<file path="src/rtl/motion_regs_pkg.sv">
package motion_regs_pkg;

  // ****************************************************************
  // register offsets
  // ****************************************************************
  localparam logic [7:0] ADDR_Z_OFFSET_TRIM_HIGH     = 8'h15;
  localparam logic [7:0] ADDR_OPERATING_MODE_CONTROL = 8'h16;
  localparam logic [7:0] ADDR_INTERRUPT_LATCH_CLEAR  = 8'h17;
  localparam logic [7:0] ADDR_DETECTION_CONTROL_ONE  = 8'h18;
  localparam logic [7:0] ADDR_DETECTION_CONTROL_TWO  = 8'h19;
  localparam logic [7:0] ADDR_LEVEL_THRESHOLD        = 8'h1a;
  localparam logic [7:0] ADDR_PULSE_THRESHOLD        = 8'h1b;
  localparam logic [7:0] ADDR_PULSE_DURATION         = 8'h1c;
  localparam logic [7:0] ADDR_PULSE_LATENCY          = 8'h1d;
  localparam logic [7:0] ADDR_SECOND_PULSE_WINDOW    = 8'h1e;

  // ****************************************************************
  // writable bit masks, reserved bits read zero
  // ****************************************************************
  localparam logic [7:0] MASK_Z_TRIM_HIGH = 8'h07;
  localparam logic [7:0] MASK_MODE_CTL    = 8'h7f;
  localparam logic [7:0] MASK_LATCH_CLR   = 8'h03;
  localparam logic [7:0] MASK_CTL_ONE     = 8'hff;
  localparam logic [7:0] MASK_CTL_TWO     = 8'h07;
  localparam logic [7:0] MASK_FULL        = 8'hff;
  localparam logic [7:0] RESET_BYTE       = 8'h00;

  // ****************************************************************
  // field positions
  // ****************************************************************
  localparam int MODE_LSB         = 0;
  localparam int RANGE_LSB        = 2;
  localparam int SELF_TEST_BIT    = 4;
  localparam int THREE_WIRE_BIT   = 5;
  localparam int READY_OFF_BIT    = 6;
  localparam int CLR_ONE_BIT      = 0;
  localparam int CLR_TWO_BIT      = 1;
  localparam int PIN_SWAP_BIT     = 0;
  localparam int SRC_ASSIGN_LSB   = 1;
  localparam int AXIS_DIS_LSB     = 3;
  localparam int THR_OPTION_BIT   = 6;
  localparam int FILTER_BW_BIT    = 7;
  localparam int LEVEL_POL_BIT    = 0;
  localparam int PULSE_POL_BIT    = 1;
  localparam int DRIVE_BIT        = 2;
  localparam int THR_TOP_BIT      = 7;

  // ****************************************************************
  // encodings
  // ****************************************************************
  localparam logic [1:0] MODE_STANDBY = 2'h0;
  localparam logic [1:0] MODE_MEASURE = 2'h1;
  localparam logic [1:0] MODE_LEVEL   = 2'h2;
  localparam logic [1:0] MODE_PULSE   = 2'h3;
  localparam logic [1:0] RANGE_8G     = 2'h0;
  localparam logic [1:0] RANGE_2G     = 2'h1;
  localparam logic [1:0] RANGE_4G     = 2'h2;
  localparam logic [1:0] SRC_LVL_PLS  = 2'h0;
  localparam logic [1:0] SRC_PLS_LVL  = 2'h1;
  localparam logic [1:0] SRC_SGL_DBL  = 2'h2;

  // ****************************************************************
  // timing
  // ****************************************************************
  localparam int CLOCK_KHZ        = 125000;
  localparam int PULSE_STEP_US    = 500;
  localparam int LATENCY_STEP_US  = 1000;
  localparam int PULSE_STEP_CYC   = PULSE_STEP_US * CLOCK_KHZ / 1000;
  localparam int LATENCY_STEP_CYC = LATENCY_STEP_US * CLOCK_KHZ / 1000;
  localparam int TICK_CNT_W       = 17;

  // ****************************************************************
  // carriers
  // ****************************************************************
  typedef struct packed {
    logic [2:0] level_hit;
    logic [2:0] pulse_hit;
    logic       double_hit;
    logic       data_ready;
  } detect_in_t;

  typedef struct packed {
    logic [1:0] mode;
    logic [1:0] range_select;
    logic       self_test_enable;
    logic       three_wire_select;
    logic       filter_bandwidth_select;
    logic       output_drive_select;
    logic [2:0] axis_disable;
    logic       threshold_option;
    logic       level_polarity;
    logic       pulse_polarity;
    logic [2:0] z_offset_trim;
    logic [7:0] level_threshold_value;
    logic [6:0] pulse_threshold_value;
    logic [7:0] pulse_duration_value;
    logic [7:0] latency_value;
    logic [7:0] second_window_value;
    logic       double_pulse_mode;
  } cfg_t;

  typedef struct packed {
    logic [2:0] level_flag;
    logic [2:0] pulse_flag;
    logic       irq_two;
    logic       irq_one;
  } detect_source_t;

endpackage

</file>
<file path="src/rtl/motion_detect_control_regs.sv">
`timescale 1ns/100ps

// Contract
// - z trim high holds bits 10..8 in low three bits, bit 10 polarity.
// - mode field: standby, measure, level detect, pulse detect.
// - range field: 00 8g, 01 2g, 10 4g.
// - self-test bit on D4 enables self-test when one.
// - D5 selects four-wire serial at zero, three-wire at one.
// - D6 zero puts data-ready onto interrupt-one pin; one keeps it off.
// - writing one to D0/D1 clears that latch and its source flags.
// - source field maps level/pulse, swapped, or single/single-or-double.
// - assign 10: irq two double-only when latency and window nonzero.
// - pin swap D0 zero routes pins straight, one crossed.
// - axis disable bits drop that axis from level and pulse detection.
// - threshold option picks absolute or signed level threshold only.
// - bandwidth bit picks 62.5 Hz at zero, 125 Hz at one.
// - level polarity zero: positive, OR axes; one: negative, AND axes.
// - pulse polarity zero: positive, OR axes; one: negative, AND axes.
// - level threshold unsigned 7-bit at option zero, signed 8-bit at one.
// - pulse threshold is unsigned 7 bits; host keeps top bit zero.
// - pulse duration counts 0.5 ms steps.
// - latency counts 1 ms steps.
// - second window counts 1 ms steps; minimum means single pulse.
// - axis level or single pulse hits set per-axis source flags.
module motion_detect_control_regs
  import motion_regs_pkg::*;
#(
  parameter int HALF_MS_CYCLES = PULSE_STEP_CYC,
  parameter int MS_CYCLES      = LATENCY_STEP_CYC
) (
  input  wire logic           clock,
  input  wire logic           srst,
  input  wire logic [7:0]     reg_addr,
  input  wire logic [7:0]     reg_wdata,
  input  wire logic           reg_wr,
  output logic [7:0]          reg_rdata,
  input  wire detect_in_t     detect_in,
  output cfg_t                cfg,
  output detect_source_t      detect_source,
  output logic                irq_one_pin,
  output logic                irq_two_pin,
  output logic                half_ms_tick,
  output logic                ms_tick
);

  // ****************************************************************
  // state
  // ****************************************************************
  typedef struct packed {
    logic [7:0]            ztrim;
    logic [7:0]            mode_ctl;
    logic [7:0]            latch_clr;
    logic [7:0]            ctl_one;
    logic [7:0]            ctl_two;
    logic [7:0]            lvl_thr;
    logic [7:0]            pls_thr;
    logic [7:0]            pls_dur;
    logic [7:0]            latency;
    logic [7:0]            window;
    logic [2:0]            level_flag;
    logic [2:0]            pulse_flag;
    logic                  irq_one;
    logic                  irq_two;
    logic                  pin_one;
    logic                  pin_two;
    logic [7:0]            rdata;
    cfg_t                  cfg;
    logic [TICK_CNT_W-1:0] half_cnt;
    logic [TICK_CNT_W-1:0] ms_cnt;
    logic                  half_tick;
    logic                  ms_tick;
  } state_t;

  state_t st_r;
  state_t st_nxt;

  logic [2:0] dis;
  logic [2:0] lvl_axis;
  logic [2:0] pls_axis;
  logic       level_evt;
  logic       single_evt;
  logic       pulse_evt;
  logic       dbl_mode;
  logic       irq_one_evt;
  logic       irq_two_evt;
  logic [1:0] src;
  logic       one_is_level;
  logic       two_is_level;
  logic       clr_one;
  logic       clr_two;
  logic       clr_level;
  logic       clr_pulse;
  logic       pol_l;
  logic       pol_p;

  // ****************************************************************
  // next state
  // ****************************************************************
  always_comb begin
    st_nxt = st_r;
    st_nxt.latch_clr = RESET_BYTE;

    // register writes, reserved bits masked off
    if (reg_wr) begin
      unique case (reg_addr)
        ADDR_Z_OFFSET_TRIM_HIGH:
          st_nxt.ztrim = reg_wdata & MASK_Z_TRIM_HIGH;
        ADDR_OPERATING_MODE_CONTROL:
          st_nxt.mode_ctl = reg_wdata & MASK_MODE_CTL;
        ADDR_INTERRUPT_LATCH_CLEAR:
          st_nxt.latch_clr = reg_wdata & MASK_LATCH_CLR;
        ADDR_DETECTION_CONTROL_ONE:
          st_nxt.ctl_one = reg_wdata & MASK_CTL_ONE;
        ADDR_DETECTION_CONTROL_TWO:
          st_nxt.ctl_two = reg_wdata & MASK_CTL_TWO;
        ADDR_LEVEL_THRESHOLD:     st_nxt.lvl_thr = reg_wdata & MASK_FULL;
        ADDR_PULSE_THRESHOLD:     st_nxt.pls_thr = reg_wdata & MASK_FULL;
        ADDR_PULSE_DURATION:      st_nxt.pls_dur = reg_wdata & MASK_FULL;
        ADDR_PULSE_LATENCY:       st_nxt.latency = reg_wdata & MASK_FULL;
        ADDR_SECOND_PULSE_WINDOW: st_nxt.window  = reg_wdata & MASK_FULL;
        default: ;
      endcase
    end

    // ****************************************************************
    // detection combining
    // ****************************************************************
    dis = st_r.ctl_one[AXIS_DIS_LSB +: 3];
    pol_l = st_r.ctl_two[LEVEL_POL_BIT];
    pol_p = st_r.ctl_two[PULSE_POL_BIT];
    lvl_axis = detect_in.level_hit & ~dis;
    pls_axis = detect_in.pulse_hit & ~dis;
    // all-disabled must not pass the AND form
    if (pol_l) begin
      level_evt = &(detect_in.level_hit | dis) & ~&dis;
    end else begin
      level_evt = |lvl_axis;
    end
    if (pol_p) begin
      single_evt = &(detect_in.pulse_hit | dis) & ~&dis;
    end else begin
      single_evt = |pls_axis;
    end
    level_evt  = level_evt & (st_r.mode_ctl[MODE_LSB +: 2] == MODE_LEVEL);
    single_evt = single_evt
                 & (st_r.mode_ctl[MODE_LSB +: 2] == MODE_PULSE);
    dbl_mode = (st_r.window != RESET_BYTE)
               && (st_r.latency != RESET_BYTE);
    if (dbl_mode) begin
      pulse_evt = detect_in.double_hit
                  & (st_r.mode_ctl[MODE_LSB +: 2] == MODE_PULSE);
    end else begin
      pulse_evt = single_evt;
    end

    // ****************************************************************
    // source assignment
    // ****************************************************************
    src = st_r.ctl_one[SRC_ASSIGN_LSB +: 2];
    one_is_level = 1'b0;
    two_is_level = 1'b0;
    unique case (src)
      SRC_PLS_LVL: begin
        irq_one_evt  = pulse_evt;
        irq_two_evt  = level_evt;
        two_is_level = 1'b1;
      end
      SRC_SGL_DBL: begin
        irq_one_evt = single_evt;
        irq_two_evt = pulse_evt;
      end
      default: begin
        // code 11 is undefined; it behaves as 00
        irq_one_evt  = level_evt;
        irq_two_evt  = pulse_evt;
        one_is_level = 1'b1;
      end
    endcase

    // ****************************************************************
    // latches and flags, set wins over clear
    // ****************************************************************
    clr_one = st_r.latch_clr[CLR_ONE_BIT];
    clr_two = st_r.latch_clr[CLR_TWO_BIT];
    clr_level = (clr_one & one_is_level) | (clr_two & two_is_level);
    clr_pulse = (clr_one & ~one_is_level) | (clr_two & ~two_is_level);
    st_nxt.irq_one = (st_r.irq_one & ~clr_one) | irq_one_evt;
    st_nxt.irq_two = (st_r.irq_two & ~clr_two) | irq_two_evt;
    st_nxt.level_flag = (st_r.level_flag & ~{3{clr_level}})
      | (lvl_axis & {3{st_r.mode_ctl[MODE_LSB +: 2] == MODE_LEVEL}});
    st_nxt.pulse_flag = (st_r.pulse_flag & ~{3{clr_pulse}})
      | (pls_axis & {3{st_r.mode_ctl[MODE_LSB +: 2] == MODE_PULSE}});

    // ****************************************************************
    // pins
    // ****************************************************************
    if (st_r.ctl_one[PIN_SWAP_BIT]) begin
      st_nxt.pin_one = st_nxt.irq_two;
      st_nxt.pin_two = st_nxt.irq_one;
    end else begin
      st_nxt.pin_one = st_nxt.irq_one;
      st_nxt.pin_two = st_nxt.irq_two;
    end
    st_nxt.pin_one = st_nxt.pin_one
      | (detect_in.data_ready & ~st_r.mode_ctl[READY_OFF_BIT]);

    // ****************************************************************
    // timer step ticks
    // ****************************************************************
    st_nxt.half_tick = 1'b0;
    st_nxt.ms_tick   = 1'b0;
    if (st_r.half_cnt == TICK_CNT_W'(HALF_MS_CYCLES - 1)) begin
      st_nxt.half_cnt  = '0;
      st_nxt.half_tick = 1'b1;
    end else begin
      st_nxt.half_cnt = st_r.half_cnt + TICK_CNT_W'(1);
    end
    if (st_r.ms_cnt == TICK_CNT_W'(MS_CYCLES - 1)) begin
      st_nxt.ms_cnt  = '0;
      st_nxt.ms_tick = 1'b1;
    end else begin
      st_nxt.ms_cnt = st_r.ms_cnt + TICK_CNT_W'(1);
    end

    // ****************************************************************
    // decoded configuration
    // ****************************************************************
    st_nxt.cfg.mode              = st_nxt.mode_ctl[MODE_LSB +: 2];
    st_nxt.cfg.range_select      = st_nxt.mode_ctl[RANGE_LSB +: 2];
    st_nxt.cfg.self_test_enable  = st_nxt.mode_ctl[SELF_TEST_BIT];
    st_nxt.cfg.three_wire_select = st_nxt.mode_ctl[THREE_WIRE_BIT];
    st_nxt.cfg.filter_bandwidth_select =
      st_nxt.ctl_one[FILTER_BW_BIT];
    st_nxt.cfg.output_drive_select = st_nxt.ctl_two[DRIVE_BIT];
    st_nxt.cfg.axis_disable     = st_nxt.ctl_one[AXIS_DIS_LSB +: 3];
    st_nxt.cfg.threshold_option = st_nxt.ctl_one[THR_OPTION_BIT];
    st_nxt.cfg.level_polarity   = st_nxt.ctl_two[LEVEL_POL_BIT];
    st_nxt.cfg.pulse_polarity   = st_nxt.ctl_two[PULSE_POL_BIT];
    st_nxt.cfg.z_offset_trim    = st_nxt.ztrim[2:0];
    // absolute form ignores a stray top bit
    if (st_nxt.ctl_one[THR_OPTION_BIT]) begin
      st_nxt.cfg.level_threshold_value = st_nxt.lvl_thr;
    end else begin
      st_nxt.cfg.level_threshold_value = {1'b0, st_nxt.lvl_thr[6:0]};
    end
    st_nxt.cfg.pulse_threshold_value = st_nxt.pls_thr[6:0];
    st_nxt.cfg.pulse_duration_value  = st_nxt.pls_dur;
    st_nxt.cfg.latency_value         = st_nxt.latency;
    st_nxt.cfg.second_window_value   = st_nxt.window;
    st_nxt.cfg.double_pulse_mode =
      (st_nxt.window != RESET_BYTE) && (st_nxt.latency != RESET_BYTE);

    // ****************************************************************
    // readback, one cycle after the address
    // ****************************************************************
    unique case (reg_addr)
      ADDR_Z_OFFSET_TRIM_HIGH:     st_nxt.rdata = st_r.ztrim;
      ADDR_OPERATING_MODE_CONTROL: st_nxt.rdata = st_r.mode_ctl;
      ADDR_INTERRUPT_LATCH_CLEAR:  st_nxt.rdata = st_r.latch_clr;
      ADDR_DETECTION_CONTROL_ONE:  st_nxt.rdata = st_r.ctl_one;
      ADDR_DETECTION_CONTROL_TWO:  st_nxt.rdata = st_r.ctl_two;
      ADDR_LEVEL_THRESHOLD:        st_nxt.rdata = st_r.lvl_thr;
      ADDR_PULSE_THRESHOLD:        st_nxt.rdata = st_r.pls_thr;
      ADDR_PULSE_DURATION:         st_nxt.rdata = st_r.pls_dur;
      ADDR_PULSE_LATENCY:          st_nxt.rdata = st_r.latency;
      ADDR_SECOND_PULSE_WINDOW:    st_nxt.rdata = st_r.window;
      default:                     st_nxt.rdata = RESET_BYTE;
    endcase
  end

  // ****************************************************************
  // registers
  // ****************************************************************
  always_ff @(posedge clock) begin
    if (srst) begin
      st_r <= '0;
    end else begin
      st_r <= st_nxt;
    end
  end

  assign reg_rdata                = st_r.rdata;
  assign cfg                      = st_r.cfg;
  assign detect_source.level_flag = st_r.level_flag;
  assign detect_source.pulse_flag = st_r.pulse_flag;
  assign detect_source.irq_two    = st_r.irq_two;
  assign detect_source.irq_one    = st_r.irq_one;
  assign irq_one_pin              = st_r.pin_one;
  assign irq_two_pin              = st_r.pin_two;
  assign half_ms_tick             = st_r.half_tick;
  assign ms_tick                  = st_r.ms_tick;

endmodule

</file>
<file path="config.mk">
export PLATFORM = sky130hd
export DESIGN_NAME = motion_detect_control_regs
export DESIGN_NICKNAME = d
export VERILOG_FILES = /design/src/rtl/motion_regs_pkg.sv /design/src/rtl/motion_detect_control_regs.sv
export SDC_FILE = /design/constraint.sdc
export NUM_CORES = 1
export LEC_CHECK = 0
export BUFFER_PORTS_ARGS = -buffer_cell sky130_fd_sc_hd__buf_4
export CORE_MARGIN = 1
export CORE_UTILIZATION = 56
export CTS_CLUSTER_DIAMETER = 40
export DETAILED_ROUTE_END_ITERATION = 16
export GPL_ROUTABILITY_DRIVEN = 0
export GPL_TIMING_DRIVEN = 0
export PLACE_DENSITY = 0.8
export REMOVE_ABC_BUFFERS = 1
export SLEW_MARGIN = 5
export SYNTH_ARGS = -nofsm -noshare
export SYNTH_HDL_FRONTEND = slang
export SYNTH_SLANG_ARGS = --single-unit
</file>
<file path="constraint.sdc">
create_clock -name clock -period 2.07 [get_ports clock]
set_input_delay 0.207 -clock clock [delete_from_list [all_inputs] [get_ports clock]]
set_output_delay 0.207 -clock clock [all_outputs]
set_load 0.02 [all_outputs]
</file>
==> flow_summary.ini, run 1 <==
[timing]
tns_ns = 0
hold_viol_final = 0
clock.fmax_mhz = 491.1
slew-limit-headroom_pct = 45.04
hold-worst-slack_ns = 0.02299
skew_ns = 0.01044
drv_slew = 0
worst_slack_ns = 0.03388
fin_crit_sh_pct = 98.36
tightest_slew_ns = 0.8228
rsz0062_at_grt = yes
setup_violations = 0
period_minus_slack_ns = 2.036

[floorplanning]
io-pin-count = 104
start_util_pct = 58.61
dieArea_sq_um = 10780
core_sq_um = 9910
die_w_um = 103.8
rows = 36
fp.dieH_um = 103.8

[cells_and_area]
layout.cells.non_filler = 846
layout_commonest_cell = dfxtp_1
syn_to_final_growth_pct = 14.67
final_core_util_pct = 67.21
drive_gt1_share_pct = 22.58
nFillCells = 814
fin_nets = 732
insertedDiodeCount = 0
layout_common_cells = dfxtp_1, buf_4, nor2_1, nand2_1, a21oi_1

[yosys]
yosys_warnings = 0
ys_seq_area_share_pct = 41.02
synth_edf_count = 0
synth_top_area_cell = dfxtp_1
syn_inst = 686
synth_flop_cell = dfxtp_1
netlist.area_leader.share_pct = 41.02
syn_avg_cell_area_sq_um = 8.467
yosysUniqueCellTypes = 52
ys_async_sr_fraction_pct = 0
ys_ff_latch = 119
netlist_area_sq_um = 5808
synth_area_leaders = dfxtp_1, buf_4, mux2i_1, nor2_1, nand2_1

[placed_design]
dp_worst_setup_slack_ns = -0.7272
placedCellCount = 814
portBuffers = 103
dp_hpwl_um = 9611

[flow_run]
cap_viol_max_count = 0

[worst_setup_path]
critPathLaunchType = register
critPathMaxFanout = 4
critical_path.slowest_cell = or4_4
path_delay_family = simple AND/OR/NAND/NOR gates
crit_chain = or4_4 -> nor2_4 -> nor3_1 -> a2111o_1 -> a41o_1 -> a31oi_1
crit_path_end_kind = register
criticalPathCategory = reg2reg
crit_required_ns = 2.50
critical_path_buf_inv_count = 0
max_stage_delay_ns = 0.57
cp_data_arrival_time_ns = 2.46

[clock_network]
cts.root.buffer_cell = clkbuf_8
clk_latency_ns = 0.50
clock-sinks = 119
clockBufferDepth = 2
tritoncts = built
post_cts_buffers = 0
htree_levels = 4
cts_made_buffers = 17
path_clk_slew_ns = 0.06

[power_and_ir_drop]
p_leak_nw = 2.731
vdd_drop_max_mv = 0.5915
pwr_density_cell_nw_per_um2 = 805.7

[route]
firstDrtPassIters = 5
via_per_inst = 5.797
drc = 0
initialDrtViolationCount = 407
wirelength_um = 14310
detail_route.wl_per_cell_um = 16.91
antenna_left = 0
vias = 4904

[min_path]
hold_path_class = in2reg

[grt]
grt_pass1_vias = 4762
gr-total-overflow = 0
grt_max_degree = 80
grt_util_all_layers_pct = 26.63
antenna_found_initial = 0
grt_pass1_wl_um = 22950

[status]
outcome = finished, final reports clean
## synth_stat cells (all sizes together), types with 5 or more instances
cell type  count
dfxtp        119
buf           90
nor2          87
nand2         82
a21oi         51
nand3         38
mux2i         36
xor2          20
clkbuf        18
o21ai         18
a22oi         14
inv           11
nor2b         11
and3           8
xnor2          8
nand4          7
nand2b         6
nor3           6
or2            5
or4            5
## tightest hold or removal path, cell delays in order
cell and delay [ns]:
buf_4 0.15, nand2_1 0.06, a21oi_1 0.05
## cell families (layout without fill, tap and decap cells)
kind of cell	Yosys count	count (layout)	synth area share [%]
compound gates	100	100	10.41
fa+ha+maj	4	4	0.8617
buf+inv	119	146	12.60
mux	42	42	7.949
xor+xnor	28	28	4.222
simple gates	274	274	22.94
flops	119	119	41.02
## registers in the layout, summed over array words and instances (netlist names)
register and flops:
cfg 26, clr_one 1, clr_two 1, detect_source 8, dis 3, half_ms_tick 1, irq_one_pin 1, irq_two_pin 1
ms_tick 1, pol_l 1, pol_p 1, reg_rdata 8, src 2, st_r 64
## repair_timing
item	4_1_cts	5_1_grt
hold buffers	1	0
resized for setup	1	3
endpoints found under the setup margin	8	28
pin swaps	0	2
hold endpoints to repair	1	0
## worst paths after layout
check          startpoint     endpoint  slack [ns]  cells past startpoint
max                cfg[6]  irq_one_pin        0.03                      6
min          reg_wdata[6]      cfg[15]        0.02                      3
max reg2reg        cfg[6]  irq_one_pin        0.03                      6
min reg2reg       st_r[2]      st_r[2]        0.45                      1
## layout make-up
type                       instances  area, sq um  share of cell area [%]
clock inverter                    10        127.6                   1.916
timing repair buffer             104        783.3                   11.76
multi-input combinational        448         2710                   40.69
inverter                          11        41.29                  0.6200
tap                              133        166.4                   2.499
clock buffer                      21        449.2                   6.744
sequential                       119         2382                   35.77
## power by group
part	switching (mW)	internal [mW]	total, mW
combinational	0.138	0.0720	0.210
clock	0.966	1.87	2.84
sequential	0.0106	2.31	2.32
total	1.11	4.25	5.37
## routing by layer
metal | vias up | routed length (um) | track usage, %
li1 | 2292 | - | -
met5 | - | 0 | 0
met4 | 0 | 368 | 11.43
met3 | 46 | 1224 | 7.678
met2 | 265 | 7132 | 45.29
met1 | 2301 | 5580 | 31.19
## through the flow
step	area, sq um	total power [mW]
CTS	6649	5.392
floorplan	5117	2.431
global placement	6057	2.561
finish	6660	5.366
global route	6660	5.523
detailed placement	6057	2.565
No activity file was read; power rests on OpenSTA's default activity.
==> inputs of run 2 (changes only) <==
MAX_ROUTING_LAYER = met4   (was not set)
TNS_END_PERCENT = 5   (was not set)
==> run 2 against run 1 <==
  * Hold slack about the same
  * First-iteration DRC count is 16% lower
  * Via count is 0.59% higher
  * Cell area unchanged
  * Non-clock buffer count did not move
==> flow_summary.ini, run 2 (synthesized netlist as in run 1, its figures left out) <==
[status]
outcome = finished, final reports clean

[clock_network]
htree_levels = 4
cts_made_buffers = 17
clock-sinks = 119
path_clk_slew_ns = 0.06
tritoncts = built
clockBufferDepth = 2
clk_latency_ns = 0.50
post_cts_buffers = 0
cts.root.buffer_cell = clkbuf_8

[timing]
skew_ns = 0.01174
fin_crit_sh_pct = 98.87
period_minus_slack_ns = 2.047
hold_viol_final = 0
clock.fmax_mhz = 488.6
tightest_slew_ns = 0.8275
slew-limit-headroom_pct = 44.84
rsz0062_at_grt = yes
drv_slew = 0
setup_violations = 0

[cells_and_area]
layout_common_cells = dfxtp_1, buf_4, nor2_1, nand2_1, a21oi_1
layout.cells.non_filler = 846
fin_nets = 732
drive_gt1_share_pct = 22.58
insertedDiodeCount = 0
syn_to_final_growth_pct = 14.67
layout_commonest_cell = dfxtp_1
largest_register_ffs = 64
top_register = st_r

[worst_setup_path]
crit_path_end_kind = register
critPathLaunchType = register
criticalPathCategory = reg2reg
crit_required_ns = 2.50
critPathMaxFanout = 4
cp_data_arrival_time_ns = 2.47

[floorplanning]
fp.dieH_um = 103.8
die_w_um = 103.8
rows = 36
dieArea_sq_um = 10780
io-pin-count = 104
start_util_pct = 58.61
core_sq_um = 9910

[route]
drc = 0
initialDrtViolationCount = 343
detail_route.wl_per_cell_um = 16.96
antenna_left = 0
via_per_inst = 5.831
wirelength_um = 14350
vias = 4933
firstDrtPassIters = 5

[grt]
grt_max_degree = 80
antenna_found_initial = 0
grt_pass1_wl_um = 22970
gr-total-overflow = 0
grt_pass1_vias = 4766
grt_util_all_layers_pct = 27.40

[power_and_ir_drop]
p_leak_nw = 2.731
clock_power_share_pct = 53.0
vdd_drop_max_mv = 0.6001
power_frac_seq_pct = 43.1
sw_frac_of_total_pct = 20.86
pwr-share-comb_pct = 3.9
pwr_density_cell_nw_per_um2 = 806.7
internal_power_mw = 4.252
finalPower_mw = 5.372
switching_power_mw = 1.121

[placed_design]
dp_hpwl_um = 9611
portBuffers = 103
placedCellCount = 814

[min_path]
hold_path_class = in2reg

[flow_run]
cap_viol_max_count = 0
[run 2: worst paths after layout]
check	startpoint	end	slack, ns	cells past startpoint
hold / removal	reg_wdata[4]	cfg[13]	0.02	3
setup / recovery	cfg[6]	irq_one_pin	0.02	6
setup reg to reg	cfg[6]	irq_one_pin	0.02	6
hold reg to reg	st_r[2]	st_r[2]	0.45	1
[run 2: power groups by stage]
stage          clock (mW)  sequential, mW  combinational [mW]
2_1_floorplan           0            2.36              0.0664
3_3_place_gp            0            2.36               0.198
3_5_place_dp            0            2.36               0.201
4_1_cts              2.87            2.32               0.205
5_1_grt              2.98            2.32               0.226
6_report             2.85            2.32               0.210
[run 2: cell type report]
cell class,instances,area (sq um)
Tap cell,133,166.4
Timing Repair Buffer,104,783.3
Fill cell,814,3249
Clock inverter,10,127.6
Sequential cell,119,2382
Inverter,11,41.29
Multi-Input combinational cell,448,2710
Clock buffer,21,449.2
[run 2: timing repair]
action,4_1_cts,5_1_grt
endpoints found under the hold margin,1,0
resized for setup,1,3
endpoints found under the setup margin,8,28
hold buffers,1,0
pin swaps,0,2
[run 2: stage by stage]
stage               hold slack, ns  cell area (sq um)  utilization (%)  worst slack, ns  setup TNS (ns)
CTS                       0.002479               6649            67.10          0.03276               0
finish                     0.02344               6660            67.21          0.02337               0
floorplan                   0.2761               5117                -          0.04674               0
detailed placement          0.4441               6057            61.12          -0.7272          -10.54
global placement            0.4282               6057            61.12          -0.7127          -9.966
global route               0.01346               6660            67.21         -0.03979        -0.04342
[run 2: per-layer routing]
layer	part of all wire, %	track usage (%)	up-vias
met5	0	-	-
met2	50	45.43	261
met3	8.7	7.615	39
li1	-	-	2291
met1	39	31.11	2342
met4	2.6	11.33	0
[run 2: critical path, cell delays in order, from the launching register on]
cell,delay (ns)
dfxtp_1,0.35
or4_4,0.57
nor2_4,0.19
nor3_1,0.08
a2111o_1,0.43
a41o_1,0.23
a31oi_1,0.13
==> inputs of run 3 (changes only) <==
CORE_UTILIZATION = 58   (was 56)
CTS_BUF_LIST = sky130_fd_sc_hd__clkbuf_2 sky130_fd_sc_hd__clkbuf_4 sky130_fd_sc_hd__clkbuf_8   (was not set)
PLACE_DENSITY = 0.82   (was 0.8)
==> run 3 against run 2 <==
  * Clock skew decreased by 0.00066 ns
  * Largest cell class unchanged
  * Fmax increased by 2.0%
  * Combinational power about the same
  * Count of clock-buffer cells in the layout increased by 1
  * Worst setup slack improved by 0.040 ns
==> flow_summary.ini, run 3 (synthesized netlist as in run 1, its figures left out) <==
[floorplanning]
die_w_um = 102.1
rows = 36
dieArea_sq_um = 10420
io-pin-count = 104
start_util_pct = 59.70
fp.dieH_um = 102.1
core_sq_um = 9729

[route]
detail_route.wl_per_cell_um = 16.41
via_per_inst = 5.753
vias = 4861
initialDrtViolationCount = 330
antenna_left = 0
wirelength_um = 13870
drc = 0
firstDrtPassIters = 5

[clock_network]
cts_made_buffers = 17
cts.root.buffer_cell = clkbuf_8
clk_latency_ns = 0.42
htree_levels = 4
hold_buffers = 0
path_clk_slew_ns = 0.07
clockBufferDepth = 2
post_cts_buffers = 0
clock-sinks = 119
tritoncts = built

[timing]
skew_ns = 0.01108
tightest_slew_ns = 0.8011
fin_crit_sh_pct = 96.96
period_minus_slack_ns = 2.007
setup_violations = 0
rsz0062_at_grt = yes
clock.fmax_mhz = 498.3
drv_slew = 0
slew-limit-headroom_pct = 46.60
tns_ns = 0
hold_viol_final = 0

[worst_setup_path]
crit_required_ns = 2.42
crit_chain = or4_4 -> nor2_4 -> o21ai_0 -> a2111oi_2 -> a2111oi_2 -> a31oi_1
path_common_cell = a2111oi_2
critPathLaunchType = register
critPathMaxFanout = 4
crit_path_end_kind = register
ff2ff_setup_slack_ns = 0.06
max_stage_delay_ns = 0.57
critical_path.slowest_cell = or4_4
cp_data_arrival_time_ns = 2.35
criticalPathCategory = reg2reg

[grt]
antenna_found_initial = 0
grt_util_all_layers_pct = 28.24
grt_pass1_wl_um = 21580
grt_pass1_vias = 4562
gr-total-overflow = 0
grt_max_degree = 80

[min_path]
hold_path_class = in2reg

[status]
outcome = finished, final reports clean

[cells_and_area]
drive_gt1_share_pct = 23.03
layout_common_cells = dfxtp_1, buf_4, nor2_1, nand2_1, a21oi_1
layout_commonest_cell = dfxtp_1
fin_nets = 731
syn_to_final_growth_pct = 11.87
top_register = st_r
insertedDiodeCount = 0
fin_area_sq_um = 6497
final_core_util_pct = 66.78
largest_register_ffs = 64

[flow_run]
cap_viol_max_count = 0

[power_and_ir_drop]
vdd_drop_max_mv = 0.4841
pwr_density_cell_nw_per_um2 = 724.1
p_leak_nw = 2.658

[placed_design]
portBuffers = 103
dpl-instance-area_sq_um = 6057
dp_hpwl_um = 9695
==> run 3: cell types whose count changed in the layout (fill, tap and decap cells not counted), sizes merged <==
cell         previous run  this run
clkbuf                 21        22
clkinv                  6         5
dlygate4sd3             1         0
==> run 3: power by group <==
group / total [mW] / switching (mW) / internal (mW) / leakage, nW
clock network: 2.18 / 0.867 / 1.32 / 0.218
registers: 2.31 / 0.0109 / 2.30 / 0.960
logic: 0.208 / 0.137 / 0.0711 / 1.48
total: 4.70 / 1.02 / 3.69 / 2.66
==> run 3: layout make-up <==
cell class	count	area, sq um
multi-input cells	448	2715
clock inverters	9	122.6
well taps	133	166.4
fillers	797	3232
inverters	11	41.29
repair buffers	103	773.2
clock buffers	22	296.5
flip-flops and latches	119	2382
==> run 3: stage by stage <==
step / power [mW] / worst slack, ns / hold slack [ns] / instances
after CTS: 4.732 / 0.06786 / 0.07465 / 845
after global routing: 4.866 / -0.05366 / 0.07659 / 845
after detailed placement: 2.566 / -0.7708 / 0.4416 / 814
after floorplan: 2.431 / 0.04674 / 0.2761 / 578
final: 4.705 / 0.06302 / 0.09941 / 845
after global placement: 2.561 / -0.7012 / 0.4263 / 814
==> run 3: final timing paths <==
path | startpoint | cells past startpoint | to
hold reg to reg | st_r[2] | 1 | st_r[2]
hold / removal | reg_wdata[7] | 3 | cfg[8]
setup / recovery | cfg[6] | 6 | irq_one_pin
setup reg to reg | cfg[6] | 6 | irq_one_pin
==> run 3: what timing repair did <==
item                                    CTS  global route
cloned                                    0             0
resized for setup                         1             4
endpoints found under the setup margin   10            30
pin swaps                                 0             3
==> run 3: layer usage <==
layer | vias to the layer above | routed length, um | track usage (%)
met2 | 229 | 6983 | 47.65
met4 | 0 | 293 | 11.54
li1 | 2294 | - | -
met1 | 2310 | 5405 | 31.17
met5 | - | 0 | -
met3 | 28 | 1183 | 8.276
==> run 3: critical path, delay by kind of cell (launching register included) <==
kind | cells | cell delay (ns)
AO/OA/AOI/OAI | 4 | 0.84
flip-flops | 1 | 0.36
AND/OR/NAND/NOR | 2 | 0.74
